===== src/hw/bcp_pkg.sv =====
// Package: bridge control register layout, timing and carrier types
package bcp_pkg;

    // ----------------------------------------
    // Register layout
    // ----------------------------------------
    localparam logic [7:0] BCP_CTRL_OFFSET = 8'h3E;
    localparam logic [15:0] BCP_CTRL_RESET = 16'h0000;
    localparam int BCP_PERR_EN_BIT = 0;
    localparam int BCP_SERR_EN_BIT = 1;
    localparam int BCP_ISA_EN_BIT = 2;
    localparam int BCP_VGA_EN_BIT = 3;
    localparam int BCP_ABORT_MODE_BIT = 5;
    localparam int BCP_SEC_RST_BIT = 6;
    localparam int BCP_FB2B_BIT = 7;
    localparam int BCP_HUB_TO_BIT = 8;
    localparam int BCP_TO_SEL_BIT = 9;
    localparam int BCP_TO_STAT_BIT = 10;
    localparam int BCP_TO_SERR_EN_BIT = 11;
    // Bits software may write and read back as stored (0..3, 5, 6, 8, 9, 11)
    localparam logic [15:0] BCP_CTRL_RW_MASK = 16'h0B6F;

    // ----------------------------------------
    // Discard timer: counts are powers of two; the lower bound is used
    // ----------------------------------------
    localparam int BCP_LONG_TO_LOG2 = 15;
    localparam int BCP_SHORT_TO_LOG2 = 10;
    localparam int BCP_TMR_W = 16;

    // ----------------------------------------
    // Legacy video ranges
    // ----------------------------------------
    localparam logic [31:0] BCP_VGA_MEM_LO = 32'h000A_0000;
    localparam logic [31:0] BCP_VGA_MEM_HI = 32'h000B_FFFF;
    localparam logic [31:0] BCP_VGA_IO1_LO = 32'h0000_03B0;
    localparam logic [31:0] BCP_VGA_IO1_HI = 32'h0000_03BB;
    localparam logic [31:0] BCP_VGA_IO2_LO = 32'h0000_03C0;
    localparam logic [31:0] BCP_VGA_IO2_HI = 32'h0000_03DF;
    localparam logic [31:0] BCP_ALL_ONES = 32'hFFFF_FFFF;

    // ----------------------------------------
    // Carriers
    // ----------------------------------------
    typedef struct packed
    {
        logic valid;
        logic is_io;
        logic [31:0] addr;
    } bcp_dec_req_s;

    typedef struct packed
    {
        logic abort_pkt;
        logic normal_pkt;
        logic serr_cycle;
    } bcp_upstream_s;

    typedef enum logic [1:0]
    {
        BCP_DT_IDLE = 2'b00,
        BCP_DT_COUNT = 2'b01,
        BCP_DT_EXPIRED = 2'b10
    } bcp_dt_state_e;

endpackage


===== src/hw/bcp_bridge_control.sv =====
// Bridge control register and the policy logic it steers
`timescale 1ns/10ps
// How it works
// - A discard timer starts when a delayed completion reaches the queue head and drops it on expiry.
// - Bit 9 picks the discard interval: clear gives 2^15..2^16 clocks, set gives 2^10..2^11 clocks.
// - Bit 8 is stored and read back but steers nothing.
// - Fast back-to-back is never issued and bit 7 always reads zero.
// - Bit 6 set holds the secondary bus reset asserted; clear releases it.
// - A hub-side master abort with bit 5 set ends the PCI transaction with target abort.
// - A hub-side master abort with bit 5 clear completes with TRDY, reads return all ones, writes dropped.
// - A PCI master abort of a hub request sends a target-abort packet if bit 5 is set, else a normal completion.
// - With bit 3 set the legacy video memory and I/O ranges are decoded and forwarded downstream.
// - With bit 3 clear those ranges go downstream only inside the windows, and PCI accesses to them go upstream.
// - Bit 2 is stored and read back but changes no decoding.
// - A detected system error sends an upstream special cycle only when bit 1 is set.
// - With bit 0 set a data parity error drives the parity error pin and sets the detected flag.
// - With bit 0 clear a parity error neither drives the pin nor sets the flag.
// - Timer expiry sets write-one-to-clear bit 10 and with bits 11 and 1 set sends a system error cycle.

module bcp_bridge_control
    import bcp_pkg::*;
#(
    parameter int TMR_W = BCP_TMR_W
)
(
    // Clock and reset
    input wire logic ref_clk_i,
    input wire logic reset_n_i,
    // Configuration access to the bridge control register
    input wire logic cfg_wr_i,
    input wire logic [1:0] cfg_be_i,
    input wire logic [15:0] cfg_wdata_i,
    output logic [15:0] cfg_rdata_o,
    // Bus frequency strap for bit 15
    input wire logic bus_66mhz_i,
    // Delayed transaction queue
    input wire logic dt_head_valid_i,
    input wire logic dt_repeat_done_i,
    output logic dt_discard_o,
    // Master aborts
    input wire logic hub_mabort_i,
    input wire logic hub_mabort_is_read_i,
    input wire logic pci_mabort_i,
    output logic pci_target_abort_o,
    output logic pci_trdy_complete_o,
    output logic pci_drop_wdata_o,
    output logic [31:0] pci_rdata_o,
    output bcp_pkg::bcp_upstream_s up_o,
    // Legacy video decode
    input wire bcp_pkg::bcp_dec_req_s hub_req_i,
    input wire logic hub_in_window_i,
    input wire bcp_pkg::bcp_dec_req_s pci_req_i,
    input wire logic pci_in_window_i,
    output logic fwd_down_o,
    output logic fwd_up_o,
    // Errors and bus pins
    input wire logic serr_seen_i,
    input wire logic parity_err_i,
    input wire logic sec_status_clr_i,
    output logic sec_parity_flag_o,
    output logic perr_n_o,
    output logic perr_oe_o,
    output logic pci_rst_n_o,
    output logic fast_b2b_o
);

    import bcp_pkg::*;

    logic [15:0] ctrl_reg;
    logic [15:0] ctrl_next;
    logic sec_par_reg;
    logic sec_par_next;
    logic perr_reg;
    logic perr_next;
    bcp_upstream_s up_reg;
    bcp_upstream_s up_next;
    logic ta_reg;
    logic ta_next;
    logic trdy_reg;
    logic trdy_next;
    logic drop_reg;
    logic drop_next;
    logic [31:0] rdata_reg;
    logic [31:0] rdata_next;
    logic expire;
    logic [15:0] wmask;
    logic hub_vga;
    logic pci_vga;

    // ----------------------------------------
    // Discard timer
    // ----------------------------------------
    bcp_discard_timer #(
        .TMR_W(TMR_W)
    ) u_timer (
        .ref_clk_i(ref_clk_i),
        .reset_n_i(reset_n_i),
        .short_sel_i(ctrl_reg[BCP_TO_SEL_BIT]),
        .head_valid_i(dt_head_valid_i),
        .repeat_done_i(dt_repeat_done_i),
        .expire_o(expire),
        .counting_o()
    );

    // ----------------------------------------
    // Legacy video range match
    // ----------------------------------------
    function automatic logic vga_hit(input bcp_dec_req_s r);
        logic hit;
        hit = 1'b0;
        if (r.valid)
        begin
            if (r.is_io)
            begin
                hit = (r.addr >= BCP_VGA_IO1_LO && r.addr <= BCP_VGA_IO1_HI)
                    || (r.addr >= BCP_VGA_IO2_LO && r.addr <= BCP_VGA_IO2_HI);
            end
            else
            begin
                hit = (r.addr >= BCP_VGA_MEM_LO && r.addr <= BCP_VGA_MEM_HI);
            end
        end
        return hit;
    endfunction

    assign hub_vga = vga_hit(hub_req_i);
    assign pci_vga = vga_hit(pci_req_i);

    always_comb
    begin
        fwd_down_o = 1'b0;
        fwd_up_o = 1'b0;
        if (hub_req_i.valid)
        begin
            if (hub_vga && ctrl_reg[BCP_VGA_EN_BIT])
            begin
                fwd_down_o = 1'b1;
            end
            else
            begin
                fwd_down_o = hub_in_window_i;
            end
        end
        if (pci_req_i.valid)
        begin
            if (pci_vga)
            begin
                fwd_up_o = !ctrl_reg[BCP_VGA_EN_BIT];
            end
            else
            begin
                fwd_up_o = !pci_in_window_i;
            end
        end
    end

    // ----------------------------------------
    // Register and policy next values
    // ----------------------------------------
    always_comb
    begin
        wmask = {{8{cfg_be_i[1]}}, {8{cfg_be_i[0]}}};
        ctrl_next = ctrl_reg;
        if (cfg_wr_i)
        begin
            // Bits 8 and 2 are kept only for software to read back
            ctrl_next = (ctrl_reg & ~(wmask & BCP_CTRL_RW_MASK)) | (cfg_wdata_i & wmask & BCP_CTRL_RW_MASK);
            if (cfg_be_i[1] && cfg_wdata_i[BCP_TO_STAT_BIT])
            begin
                ctrl_next[BCP_TO_STAT_BIT] = 1'b0;
            end
        end
        if (expire)
        begin
            ctrl_next[BCP_TO_STAT_BIT] = 1'b1;
        end
        ctrl_next[BCP_FB2B_BIT] = 1'b0;

        sec_par_next = sec_par_reg;
        if (sec_status_clr_i)
        begin
            sec_par_next = 1'b0;
        end
        if (parity_err_i && ctrl_reg[BCP_PERR_EN_BIT])
        begin
            sec_par_next = 1'b1;
        end
        perr_next = parity_err_i && ctrl_reg[BCP_PERR_EN_BIT];

        up_next.serr_cycle = (serr_seen_i && ctrl_reg[BCP_SERR_EN_BIT])
            || (expire && ctrl_reg[BCP_TO_SERR_EN_BIT] && ctrl_reg[BCP_SERR_EN_BIT]);
        up_next.abort_pkt = pci_mabort_i && ctrl_reg[BCP_ABORT_MODE_BIT];
        up_next.normal_pkt = pci_mabort_i && !ctrl_reg[BCP_ABORT_MODE_BIT];

        ta_next = hub_mabort_i && ctrl_reg[BCP_ABORT_MODE_BIT];
        trdy_next = hub_mabort_i && !ctrl_reg[BCP_ABORT_MODE_BIT];
        drop_next = trdy_next && !hub_mabort_is_read_i;
        rdata_next = (trdy_next && hub_mabort_is_read_i) ? BCP_ALL_ONES : rdata_reg;
    end

    always_ff @(posedge ref_clk_i)
    begin
        if (!reset_n_i)
        begin
            ctrl_reg <= BCP_CTRL_RESET;
            sec_par_reg <= 1'b0;
            perr_reg <= 1'b0;
            up_reg <= '0;
            ta_reg <= 1'b0;
            trdy_reg <= 1'b0;
            drop_reg <= 1'b0;
            rdata_reg <= '0;
        end
        else
        begin
            ctrl_reg <= ctrl_next;
            sec_par_reg <= sec_par_next;
            perr_reg <= perr_next;
            up_reg <= up_next;
            ta_reg <= ta_next;
            trdy_reg <= trdy_next;
            drop_reg <= drop_next;
            rdata_reg <= rdata_next;
        end
    end

    // ----------------------------------------
    // Outputs
    // ----------------------------------------
    always_comb
    begin
        cfg_rdata_o = ctrl_reg;
        cfg_rdata_o[BCP_FB2B_BIT] = 1'b0;
        cfg_rdata_o[15] = bus_66mhz_i;
    end

    assign dt_discard_o = expire;
    assign pci_target_abort_o = ta_reg;
    assign pci_trdy_complete_o = trdy_reg;
    assign pci_drop_wdata_o = drop_reg;
    assign pci_rdata_o = rdata_reg;
    assign up_o = up_reg;
    assign sec_parity_flag_o = sec_par_reg;
    assign perr_n_o = !perr_reg;
    assign perr_oe_o = perr_reg;
    assign pci_rst_n_o = !ctrl_reg[BCP_SEC_RST_BIT];
    assign fast_b2b_o = 1'b0;
endmodule


===== src/hw/bcp_discard_timer.sv =====
// Discard timer for the delayed completion at the head of the queue
`timescale 1ns/10ps

module bcp_discard_timer
    import bcp_pkg::*;
#(
    parameter int TMR_W = BCP_TMR_W
)
(
    // Clock and reset
    input wire logic ref_clk_i,
    input wire logic reset_n_i,
    // Control
    input wire logic short_sel_i,
    input wire logic head_valid_i,
    input wire logic repeat_done_i,
    // Result
    output logic expire_o,
    output logic counting_o
);

    bcp_dt_state_e state_reg;
    bcp_dt_state_e state_next;
    logic [TMR_W-1:0] cnt_reg;
    logic [TMR_W-1:0] cnt_next;
    logic [TMR_W-1:0] limit;

    // ----------------------------------------
    // Next state
    // ----------------------------------------
    always_comb
    begin
        limit = short_sel_i ? TMR_W'(1 << BCP_SHORT_TO_LOG2) : TMR_W'(1 << BCP_LONG_TO_LOG2);
        state_next = state_reg;
        cnt_next = cnt_reg;
        case (state_reg)
            BCP_DT_IDLE:
            begin
                cnt_next = '0;
                if (head_valid_i && !repeat_done_i)
                begin
                    state_next = BCP_DT_COUNT;
                end
            end
            BCP_DT_COUNT:
            begin
                if (repeat_done_i || !head_valid_i)
                begin
                    state_next = BCP_DT_IDLE;
                    cnt_next = '0;
                end
                else if (cnt_reg >= limit - TMR_W'(1))
                begin
                    state_next = BCP_DT_EXPIRED;
                end
                else
                begin
                    cnt_next = cnt_reg + TMR_W'(1);
                end
            end
            default:
            begin
                state_next = BCP_DT_IDLE;
                cnt_next = '0;
            end
        endcase
    end

    always_ff @(posedge ref_clk_i)
    begin
        if (!reset_n_i)
        begin
            state_reg <= BCP_DT_IDLE;
            cnt_reg <= '0;
        end
        else
        begin
            state_reg <= state_next;
            cnt_reg <= cnt_next;
        end
    end

    assign expire_o = (state_reg == BCP_DT_EXPIRED);
    assign counting_o = (state_reg == BCP_DT_COUNT);

endmodule


===== config.mk =====
export PLATFORM = sky130hd
export DESIGN_NAME = bcp_bridge_control
export DESIGN_NICKNAME = d
export VERILOG_FILES = /design/src/hw/bcp_pkg.sv /design/src/hw/bcp_bridge_control.sv /design/src/hw/bcp_discard_timer.sv
export SDC_FILE = /design/constraint.sdc
export NUM_CORES = 1
export LEC_CHECK = 0
export BUFFER_PORTS_ARGS = -buffer_cell sky130_fd_sc_hd__buf_4
export CAP_MARGIN = 0
export CORE_MARGIN = 8
export CORE_UTILIZATION = 40
export CTS_CLUSTER_SIZE = 20
export DETAILED_ROUTE_END_ITERATION = 8
export PLACE_DENSITY_LB_ADDON = 0.05
export SLEW_MARGIN = 40
export SYNTH_ARGS = -nofsm -noshare
export SYNTH_HDL_FRONTEND = slang
export SYNTH_SLANG_ARGS = --single-unit

===== constraint.sdc =====
create_clock -name ref_clk_i -period 2.4 [get_ports ref_clk_i]
set_input_delay 0.48 -clock ref_clk_i [delete_from_list [all_inputs] [get_ports ref_clk_i]]
set_output_delay 0.48 -clock ref_clk_i [all_outputs]
set_load 0.005 [all_outputs]

==> flow_summary.ini, run 1 <==
[timing]
tightest_slew_ns = 0.758
drv_slew = 0
finClkSkew_ns = 0.00443
tns_ns = 0
hold_viol = 0
fin_crit_sh = 0.961
rsz0062_at_grt = no
fin_crit_ns = 2.31
max_freq_ghz = 0.434
setup_viol = 0
slew_headroom = 0.494

[detailed_routing]
drt-pass1-iter-count = 4
antenna_left = 0
drc = 0
dr_total_vias = 2139
wirelength_um = 6960
wire_per_inst_um = 15.8
viasPerCell = 4.86
dr.first_iter.drc_count = 79

[synthesis]
synth_area_leaders = dfxtp_1, buf_4, xnor2_1
synth-edff-count = 0
synth_top_area_share = 0.344
async_flop_share = 0
ys_ff_latch = 37
synth.avg_cell_area_um2 = 8.39
synth_seq_area_share = 0.344
yosysTopAreaCell = dfxtp_1
syn-cell-area_um2 = 2160
synthDistinctLibCells = 38
yosysWarningCount = 0
synth_ff_type = dfxtp_1
synth_most_common_cell = buf_4
synth_common_cells = buf_4, dfxtp_1, nand2_1, nor2_1, nand3_1
netlist_instances = 257

[power_and_ir_drop]
p_sw_uw = 342
irDropWorstVdd_mv = 0.399
swShare = 0.219
p_seq_frac = 0.406
combPwrFrac = 0.174
power_density_nw_per_um2 = 494
p_int_mw = 1.22
p_leak_nw = 1.43
clock_power_share = 0.419

[layout]
fin_cells = 440
nets = 475
drive_gt1_frac = 0.430
area_delta_synth_final_pct = 46.8
antennaDiodeCount = 0
fillCellCount = 472
fin_util = 0.616

[worst_setup_path]
critPathKind = in -> out
arrival_ns = 1.83
regToRegSetupSlack_ns = 0.25
required_ns = 1.92
crit_fanout = 2
critPathCaptureType = output pin
worstSetupStartpointType = primary input

[clocking]
ctsHtreeMaxLevel = 2
cts_made_buffers = 5
cts_setup_buffers = 0
clk_latency_ns = 0.29
clkTransAtPathRegs_ns = 0.08
cts_resized = 0
root_buffer = clkbuf_8
cts_tree = done
cts_max_path_buffers = 2
hold_buffers = 0
clock_sinks = 37

[min_path]
hp-class = in -> reg

[die]
start_util = 0.419
core-area_um2 = 5140
dieArea_um2 = 8000
die-height_um = 89.4
row_count = 26
ios = 162
die_x_um = 89.4

[grt]
grt_max_degree = 34
overflow = 0
grt_pass1_wl_um = 9980
grtUsageTotal = 0.161
grt_pass1_vias = 1978
antenna_found_initial = 0

[placed_design]
hpwl_um = 5750
place_congestion = 0.827
place_inst = 432
io_buffers = 143

[status]
run_status = completed

[run]
maxCapViolCount = 0
[final timing paths]
| path | endpoint | depth (start not counted) | startpoint |
|---|---|---|---|
| setup / recovery | fwd_up_o | 6 | pci_req_i[20] |
| hold reg to reg | up_o[0] | 2 | flip-flop |
| hold / removal | pci_drop_wdata_o | 2 | hub_mabort_is_read_i |
| setup reg to reg | u_timer.cnt_reg[0] | 6 | flip-flop |
[layout by cell type, fill, tap and decap left out, types with 9 or more instances in the layout]
cell type,netlist,final
a21boi_0,9,9
buf_4,40,144
dfxtp_1,37,37
nand2_1,30,30
nand3_1,16,16
nor2_1,24,24
nor3_1,12,12
xnor2_1,14,14
[per-stage QoR]
stage / worst slack [ns] / cell area [um2] / hold WS, ns / total power, mW
after global routing: 0.0153 / 3160 / 0.333 / 1.63
final: 0.0932 / 3160 / 0.347 / 1.56
after global placement: 0.105 / 3030 / 0.443 / 0.922
after floorplan: 0.368 / 2170 / 0.445 / 0.777
after CTS: 0.0761 / 3160 / 0.340 / 1.58
after detailed placement: 0.0864 / 3030 / 0.444 / 0.927
[power groups by stage]
stage               sequential (mW)  combinational [mW]  clock (mW)
floorplan                     0.658               0.118           0
global placement              0.650               0.272           0
detailed placement            0.650               0.277           0
CTS                           0.636               0.277       0.666
global route                  0.638               0.299       0.698
finish                        0.635               0.273       0.656
[worst max-delay path, cell delays in order]
cell	delay (ns)
buf_4	0.10
or4_1	0.53
nor4_2	0.26
and3_1	0.19
o211a_1	0.14
buf_4	0.11
[cell type report]
| type | count | area [um2] | share of cell area |
|---|---|---|---|
| Multi-Input combinational cell | 175 | 1090 | 0.346 |
| Timing Repair Buffer | 144 | 1080 | 0.342 |
| Sequential cell | 37 | 741 | 0.234 |
| Tap cell | 70 | 87.6 | 0.0277 |
| Clock buffer | 5 | 68.8 | 0.0217 |
| Clock inverter | 3 | 68.8 | 0.0217 |
| Inverter | 6 | 22.5 | 0.00712 |
[cell families (layout without fill, tap and decap cells)]
kind of cell	Yosys count	count (layout)	share of synthesized area
AO/OA/AOI/OAI	27	27	0.0923
adder cells (fa/ha/maj)	6	6	0.0348
AND/OR/NAND/NOR	122	122	0.313
other	1	6	0.00174
flip-flops	37	37	0.344
buffers and inverters	50	158	0.157
XOR/XNOR	14	14	0.0569
[layer usage]
layer  track usage  vias to the layer above  part of all wire
li1              -                     1079                 -
met2         0.255                      105              0.45
met5             0                        -                 0
met1         0.186                      944              0.40
met4        0.0665                        0             0.020
met3        0.0680                       11              0.13
Power figures use the tool's default switching activity.
==> run 2, diff against run 1 <==
--- a/config.mk
+++ b/config.mk
@@ -8,11 +8,13 @@
 export BUFFER_PORTS_ARGS = -buffer_cell sky130_fd_sc_hd__buf_4
 export CAP_MARGIN = 0
 export CORE_MARGIN = 8
-export CORE_UTILIZATION = 40
+export CORE_UTILIZATION = 41
 export CTS_CLUSTER_SIZE = 20
 export DETAILED_ROUTE_END_ITERATION = 8
+export GPL_TIMING_DRIVEN = 1
 export PLACE_DENSITY_LB_ADDON = 0.05
 export SLEW_MARGIN = 40
 export SYNTH_ARGS = -nofsm -noshare
 export SYNTH_HDL_FRONTEND = slang
+export SYNTH_HIERARCHICAL = 1
 export SYNTH_SLANG_ARGS = --single-unit
==> run 2 against run 1 <==
Final cell count rose by 0.91%. Via count rose by 8.5%. Clock-buffer cell count did not move. Clock skew fell by 0.0025 ns. Global-route usage rose by 1.7 points. Non-clock buffer count rose by 3. Wire length rose by 1.9%. Clock power fell by 4.1%. Critical path depth did not move. Cell area rose by 1.6%. Critical path type unchanged. Largest cell class unchanged. Largest power group is now registers.
==> flow_summary.ini, run 2 <==
[worst_setup_path]
critPathKind = in -> out
critPathMaxStageDelay_ns = 0.33
cp_cell_sequence = buf_4 > nor4b_2 > nand3_1 > o31a_1 > o311a_1 > buf_4
cp_slowest_cell = o311a_1
regToRegSetupSlack_ns = 0.33
required_ns = 1.92
arrival_ns = 1.74
crit_fanout = 2
worstSetupStartpointType = primary input
critPathCaptureType = output pin
path_common_cell = buf_4

[timing]
setup_viol = 0
hold_viol = 0
fin_crit_ns = 2.22
drv_slew = 0
finClkSkew_ns = 0.00194
rsz0062_at_grt = no
fin_crit_sh = 0.924
tns_ns = 0
setup_slack_ns = 0.182
max_freq_ghz = 0.451

[layout]
nets = 479
final_cell_mix = buf_4, dfxtp_1, nand2_1
final_common_cell = buf_4
antennaDiodeCount = 0
drive_gt1_frac = 0.430
area_delta_synth_final_pct = 46.4

[synthesis]
yosysWarningCount = 6
netlist_instances = 259
syn-cell-area_um2 = 2200
synth.avg_cell_area_um2 = 8.48

[clocking]
cts_resized = 0
hold_buffers = 0
cts_made_buffers = 5
clk_latency_ns = 0.28
cts_max_path_buffers = 2
clock_sinks = 37
cts_setup_buffers = 0
ctsHtreeMaxLevel = 2
root_buffer = clkbuf_8
clkTransAtPathRegs_ns = 0.07
cts_tree = done

[die]
die_x_um = 89.2
start_util = 0.427
row_count = 26
die-height_um = 89.2
ios = 162
core-area_um2 = 5140
dieArea_um2 = 7960

[power_and_ir_drop]
p_int_mw = 1.22
swShare = 0.208
irDropWorstVdd_mv = 0.269
p_leak_nw = 1.43
power_density_nw_per_um2 = 479
combPwrFrac = 0.178
p_seq_frac = 0.414
p_sw_uw = 320
clock_power_share = 0.409

[detailed_routing]
viasPerCell = 5.23
antenna_left = 0
wirelength_um = 7090
drc = 0
wire_per_inst_um = 16.0
drt-pass1-iter-count = 4
dr.first_iter.drc_count = 144
dr_total_vias = 2321

[grt]
grt_pass1_wl_um = 10900
grtUsageTotal = 0.178
overflow = 0
antenna_found_initial = 0
grt_max_degree = 33
grt_pass1_vias = 2306

[run]
maxCapViolCount = 0

[placed_design]
hpwl_um = 5950
io_buffers = 143
pre_cts_ws_ns = 0.175
place_congestion = 0.788

[status]
run_status = completed

[min_path]
hp-class = in -> reg
## run 2: power groups by stage
stage	registers, mW	clock network, mW	logic (mW)
after floorplan	0.658	0	0.117
after global routing	0.638	0.665	0.298
after detailed placement	0.650	0	0.277
after global placement	0.650	0	0.273
after CTS	0.636	0.646	0.277
final	0.636	0.629	0.273
## run 2: worst paths after layout
path	from	to	depth (start not counted)
max	pci_req_i[14]	fwd_up_o	6
min	hub_mabort_is_read_i	pci_drop_wdata_o	2
max reg2reg	flip-flop	u_timer/cnt_reg[5]	6
min reg2reg	flip-flop	up_o[0]	2
## run 2: final cells by class
class                           instances  area (um2)
Multi-Input combinational cell        175        1120
Fill cell                             463        1920
Sequential cell                        37         741
Tap cell                               70        87.6
Timing Repair Buffer                  147        1100
Clock inverter                          3        65.1
Clock buffer                            5        68.8
Inverter                                7        26.3
## run 2: layer usage
metal  global-route usage  vias to the layer above  wire length (um)
met5                    0                        -                 0
met4               0.0544                        0                72
met3               0.0938                        4               965
met2                0.318                      113              3570
met1                0.174                     1051              2480
li1                     -                     1153                 -
## run 2: critical path: cells and delay by family
| family | cells | cell delay (ns) |
|---|---|---|
| AO/OA/AOI/OAI | 2 | 0.63 |
| buffers and inverters | 2 | 0.25 |
| AND/OR/NAND/NOR | 2 | 0.38 |
## run 2: per-stage QoR
stage	instances	util	power [mW]	hold WS [ns]	area [um2]
final	444	0.626	1.54	0.354	3220
after global routing	444	0.626	1.60	0.344	3220
after CTS	444	0.626	1.56	0.343	3220
after detailed placement	436	0.600	0.927	0.443	3080
after global placement	436	0.600	0.923	0.441	3080
after floorplan	264	-	0.776	0.431	2220
==> run 3, diff against run 2 <==
--- a/config.mk
+++ b/config.mk
@@ -13,6 +13,7 @@
 export DETAILED_ROUTE_END_ITERATION = 8
 export GPL_TIMING_DRIVEN = 1
 export PLACE_DENSITY_LB_ADDON = 0.05
+export RECOVER_POWER = 50
 export SLEW_MARGIN = 40
 export SYNTH_ARGS = -nofsm -noshare
 export SYNTH_HDL_FRONTEND = slang
==> run 3 against run 2 <==
Clock power about the same. Worst hold slack about the same. Global-route usage unchanged. Sequential power about the same. Cell area down 1.4%. Wire length down 0.87%. Via count up 0.34%. Critical path depth unchanged. Final cell count unchanged. Register-to-register slack about the same. Flip-flop and latch count unchanged. Critical path type unchanged. Critical endpoint unchanged.
==> flow_summary.ini, run 3 (synthesis gave the netlist of run 2 again) <==
[worst_setup_path]
arrival_ns = 1.74
critPathCaptureType = output pin
critPathKind = in -> out
crit_fanout = 2
worstSetupStartpointType = primary input
regToRegSetupSlack_ns = 0.34
reg2reg_depth = 6
required_ns = 1.92

[min_path]
hp-class = in -> reg
holdPathStages = 2

[die]
dieArea_um2 = 7960
row_count = 26
core-area_um2 = 5140
ios = 162
die_x_um = 89.2
start_util = 0.427
die-height_um = 89.2

[clocking]
cts_tree = done
clock_sinks = 37
cts_made_buffers = 5
hold_buffers = 0
clkTransAtPathRegs_ns = 0.07
ctsHtreeMaxLevel = 2
cts_max_path_buffers = 2
cts_resized = 0
cts_setup_buffers = 0
root_buffer = clkbuf_8
clk_latency_ns = 0.28

[power_and_ir_drop]
p_sw_uw = 321
swShare = 0.209
p_seq_frac = 0.415
power_density_nw_per_um2 = 483
combPwrFrac = 0.174
irDropWorstVdd_mv = 0.263
p_leak_nw = 1.37
clock_power_share = 0.411
p_int_mw = 1.21

[status]
run_status = completed

[layout]
final_common_cell = buf_4
area_delta_synth_final_pct = 44.4
drive_gt1_frac = 0.401
antennaDiodeCount = 0
final_cell_mix = buf_4, dfxtp_1, nand2_1
nets = 479

[timing]
fin_crit_ns = 2.22
tns_ns = 0
finClkSkew_ns = 0.00169
fin_crit_sh = 0.924
slew_headroom = 0.535
hold_viol = 0
setup_viol = 0
rsz0062_at_grt = no
max_freq_ghz = 0.451
setup_slack_ns = 0.182
tightest_slew_ns = 0.697
drv_slew = 0

[grt]
grtUsageTotal = 0.178
grt_max_degree = 33
overflow = 0
grt_pass1_vias = 2306
grt_pass1_wl_um = 10900
antenna_found_initial = 0

[run]
maxCapViolCount = 0

[placed_design]
io_buffers = 143
pre_cts_ws_ns = 0.175
place_congestion = 0.788
hpwl_um = 5950

[detailed_routing]
viasPerCell = 5.25
dr.first_iter.drc_count = 125
drt-pass1-iter-count = 4
dr_total_vias = 2329
wire_per_inst_um = 15.8
drc = 0
antenna_left = 0
wirelength_um = 7030
[run 3: changes by cell type in the layout (fill, tap and decap cells not counted), sizes merged]
cell    previous run  this run
buf              147       120
clkbuf             5        32
[run 3: path summary, 6_finish.rpt]
check,start,to
worst max-delay path,pci_req_i[14],fwd_up_o
worst min-delay path,hub_mabort_is_read_i,pci_drop_wdata_o
worst max register to register,flip-flop,u_timer/cnt_reg[11]
worst min register to register,flip-flop,up_o[0]
[run 3: routing by layer]
metal,global-route usage,vias to the layer above,share of wire
li1,-,1151,-
met1,0.174,1060,0.35
met2,0.318,114,0.50
met3,0.0938,4,0.14
met4,0.0544,0,0.010
met5,0,-,0
[run 3: critical path, stage by stage]
cell and delay (ns):
buf_4 0.11, nor4b_2 0.26, nand3_1 0.12, o31a_1 0.30
o311a_1 0.33, buf_4 0.14
[run 3: power by group through the flow]
stage | clock, mW | sequential [mW] | combinational [mW]
floorplan | 0 | 0.658 | 0.117
global placement | 0 | 0.650 | 0.273
detailed placement | 0 | 0.650 | 0.277
CTS | 0.646 | 0.636 | 0.277
global route | 0.665 | 0.638 | 0.292
finish | 0.630 | 0.636 | 0.267
[run 3: cell type report]
type,instances,area (um2)
Fill cell,478,1970
Multi-Input combinational cell,175,1120
Timing Repair Buffer,147,1060
Sequential cell,37,741
Tap cell,70,87.6
Clock buffer,5,68.8
Clock inverter,3,65.1
Inverter,7,26.3
[run 3: metrics by stage]
step	std cells	hold WS [ns]	total power, mW	instance area, um2	utilization
after global placement	436	0.441	0.923	3080	0.600
after detailed placement	436	0.443	0.927	3080	0.600
after CTS	444	0.343	1.56	3220	0.626
after floorplan	264	0.431	0.776	2220	-
final	444	0.353	1.53	3170	0.617
after global routing	444	0.344	1.60	3170	0.617
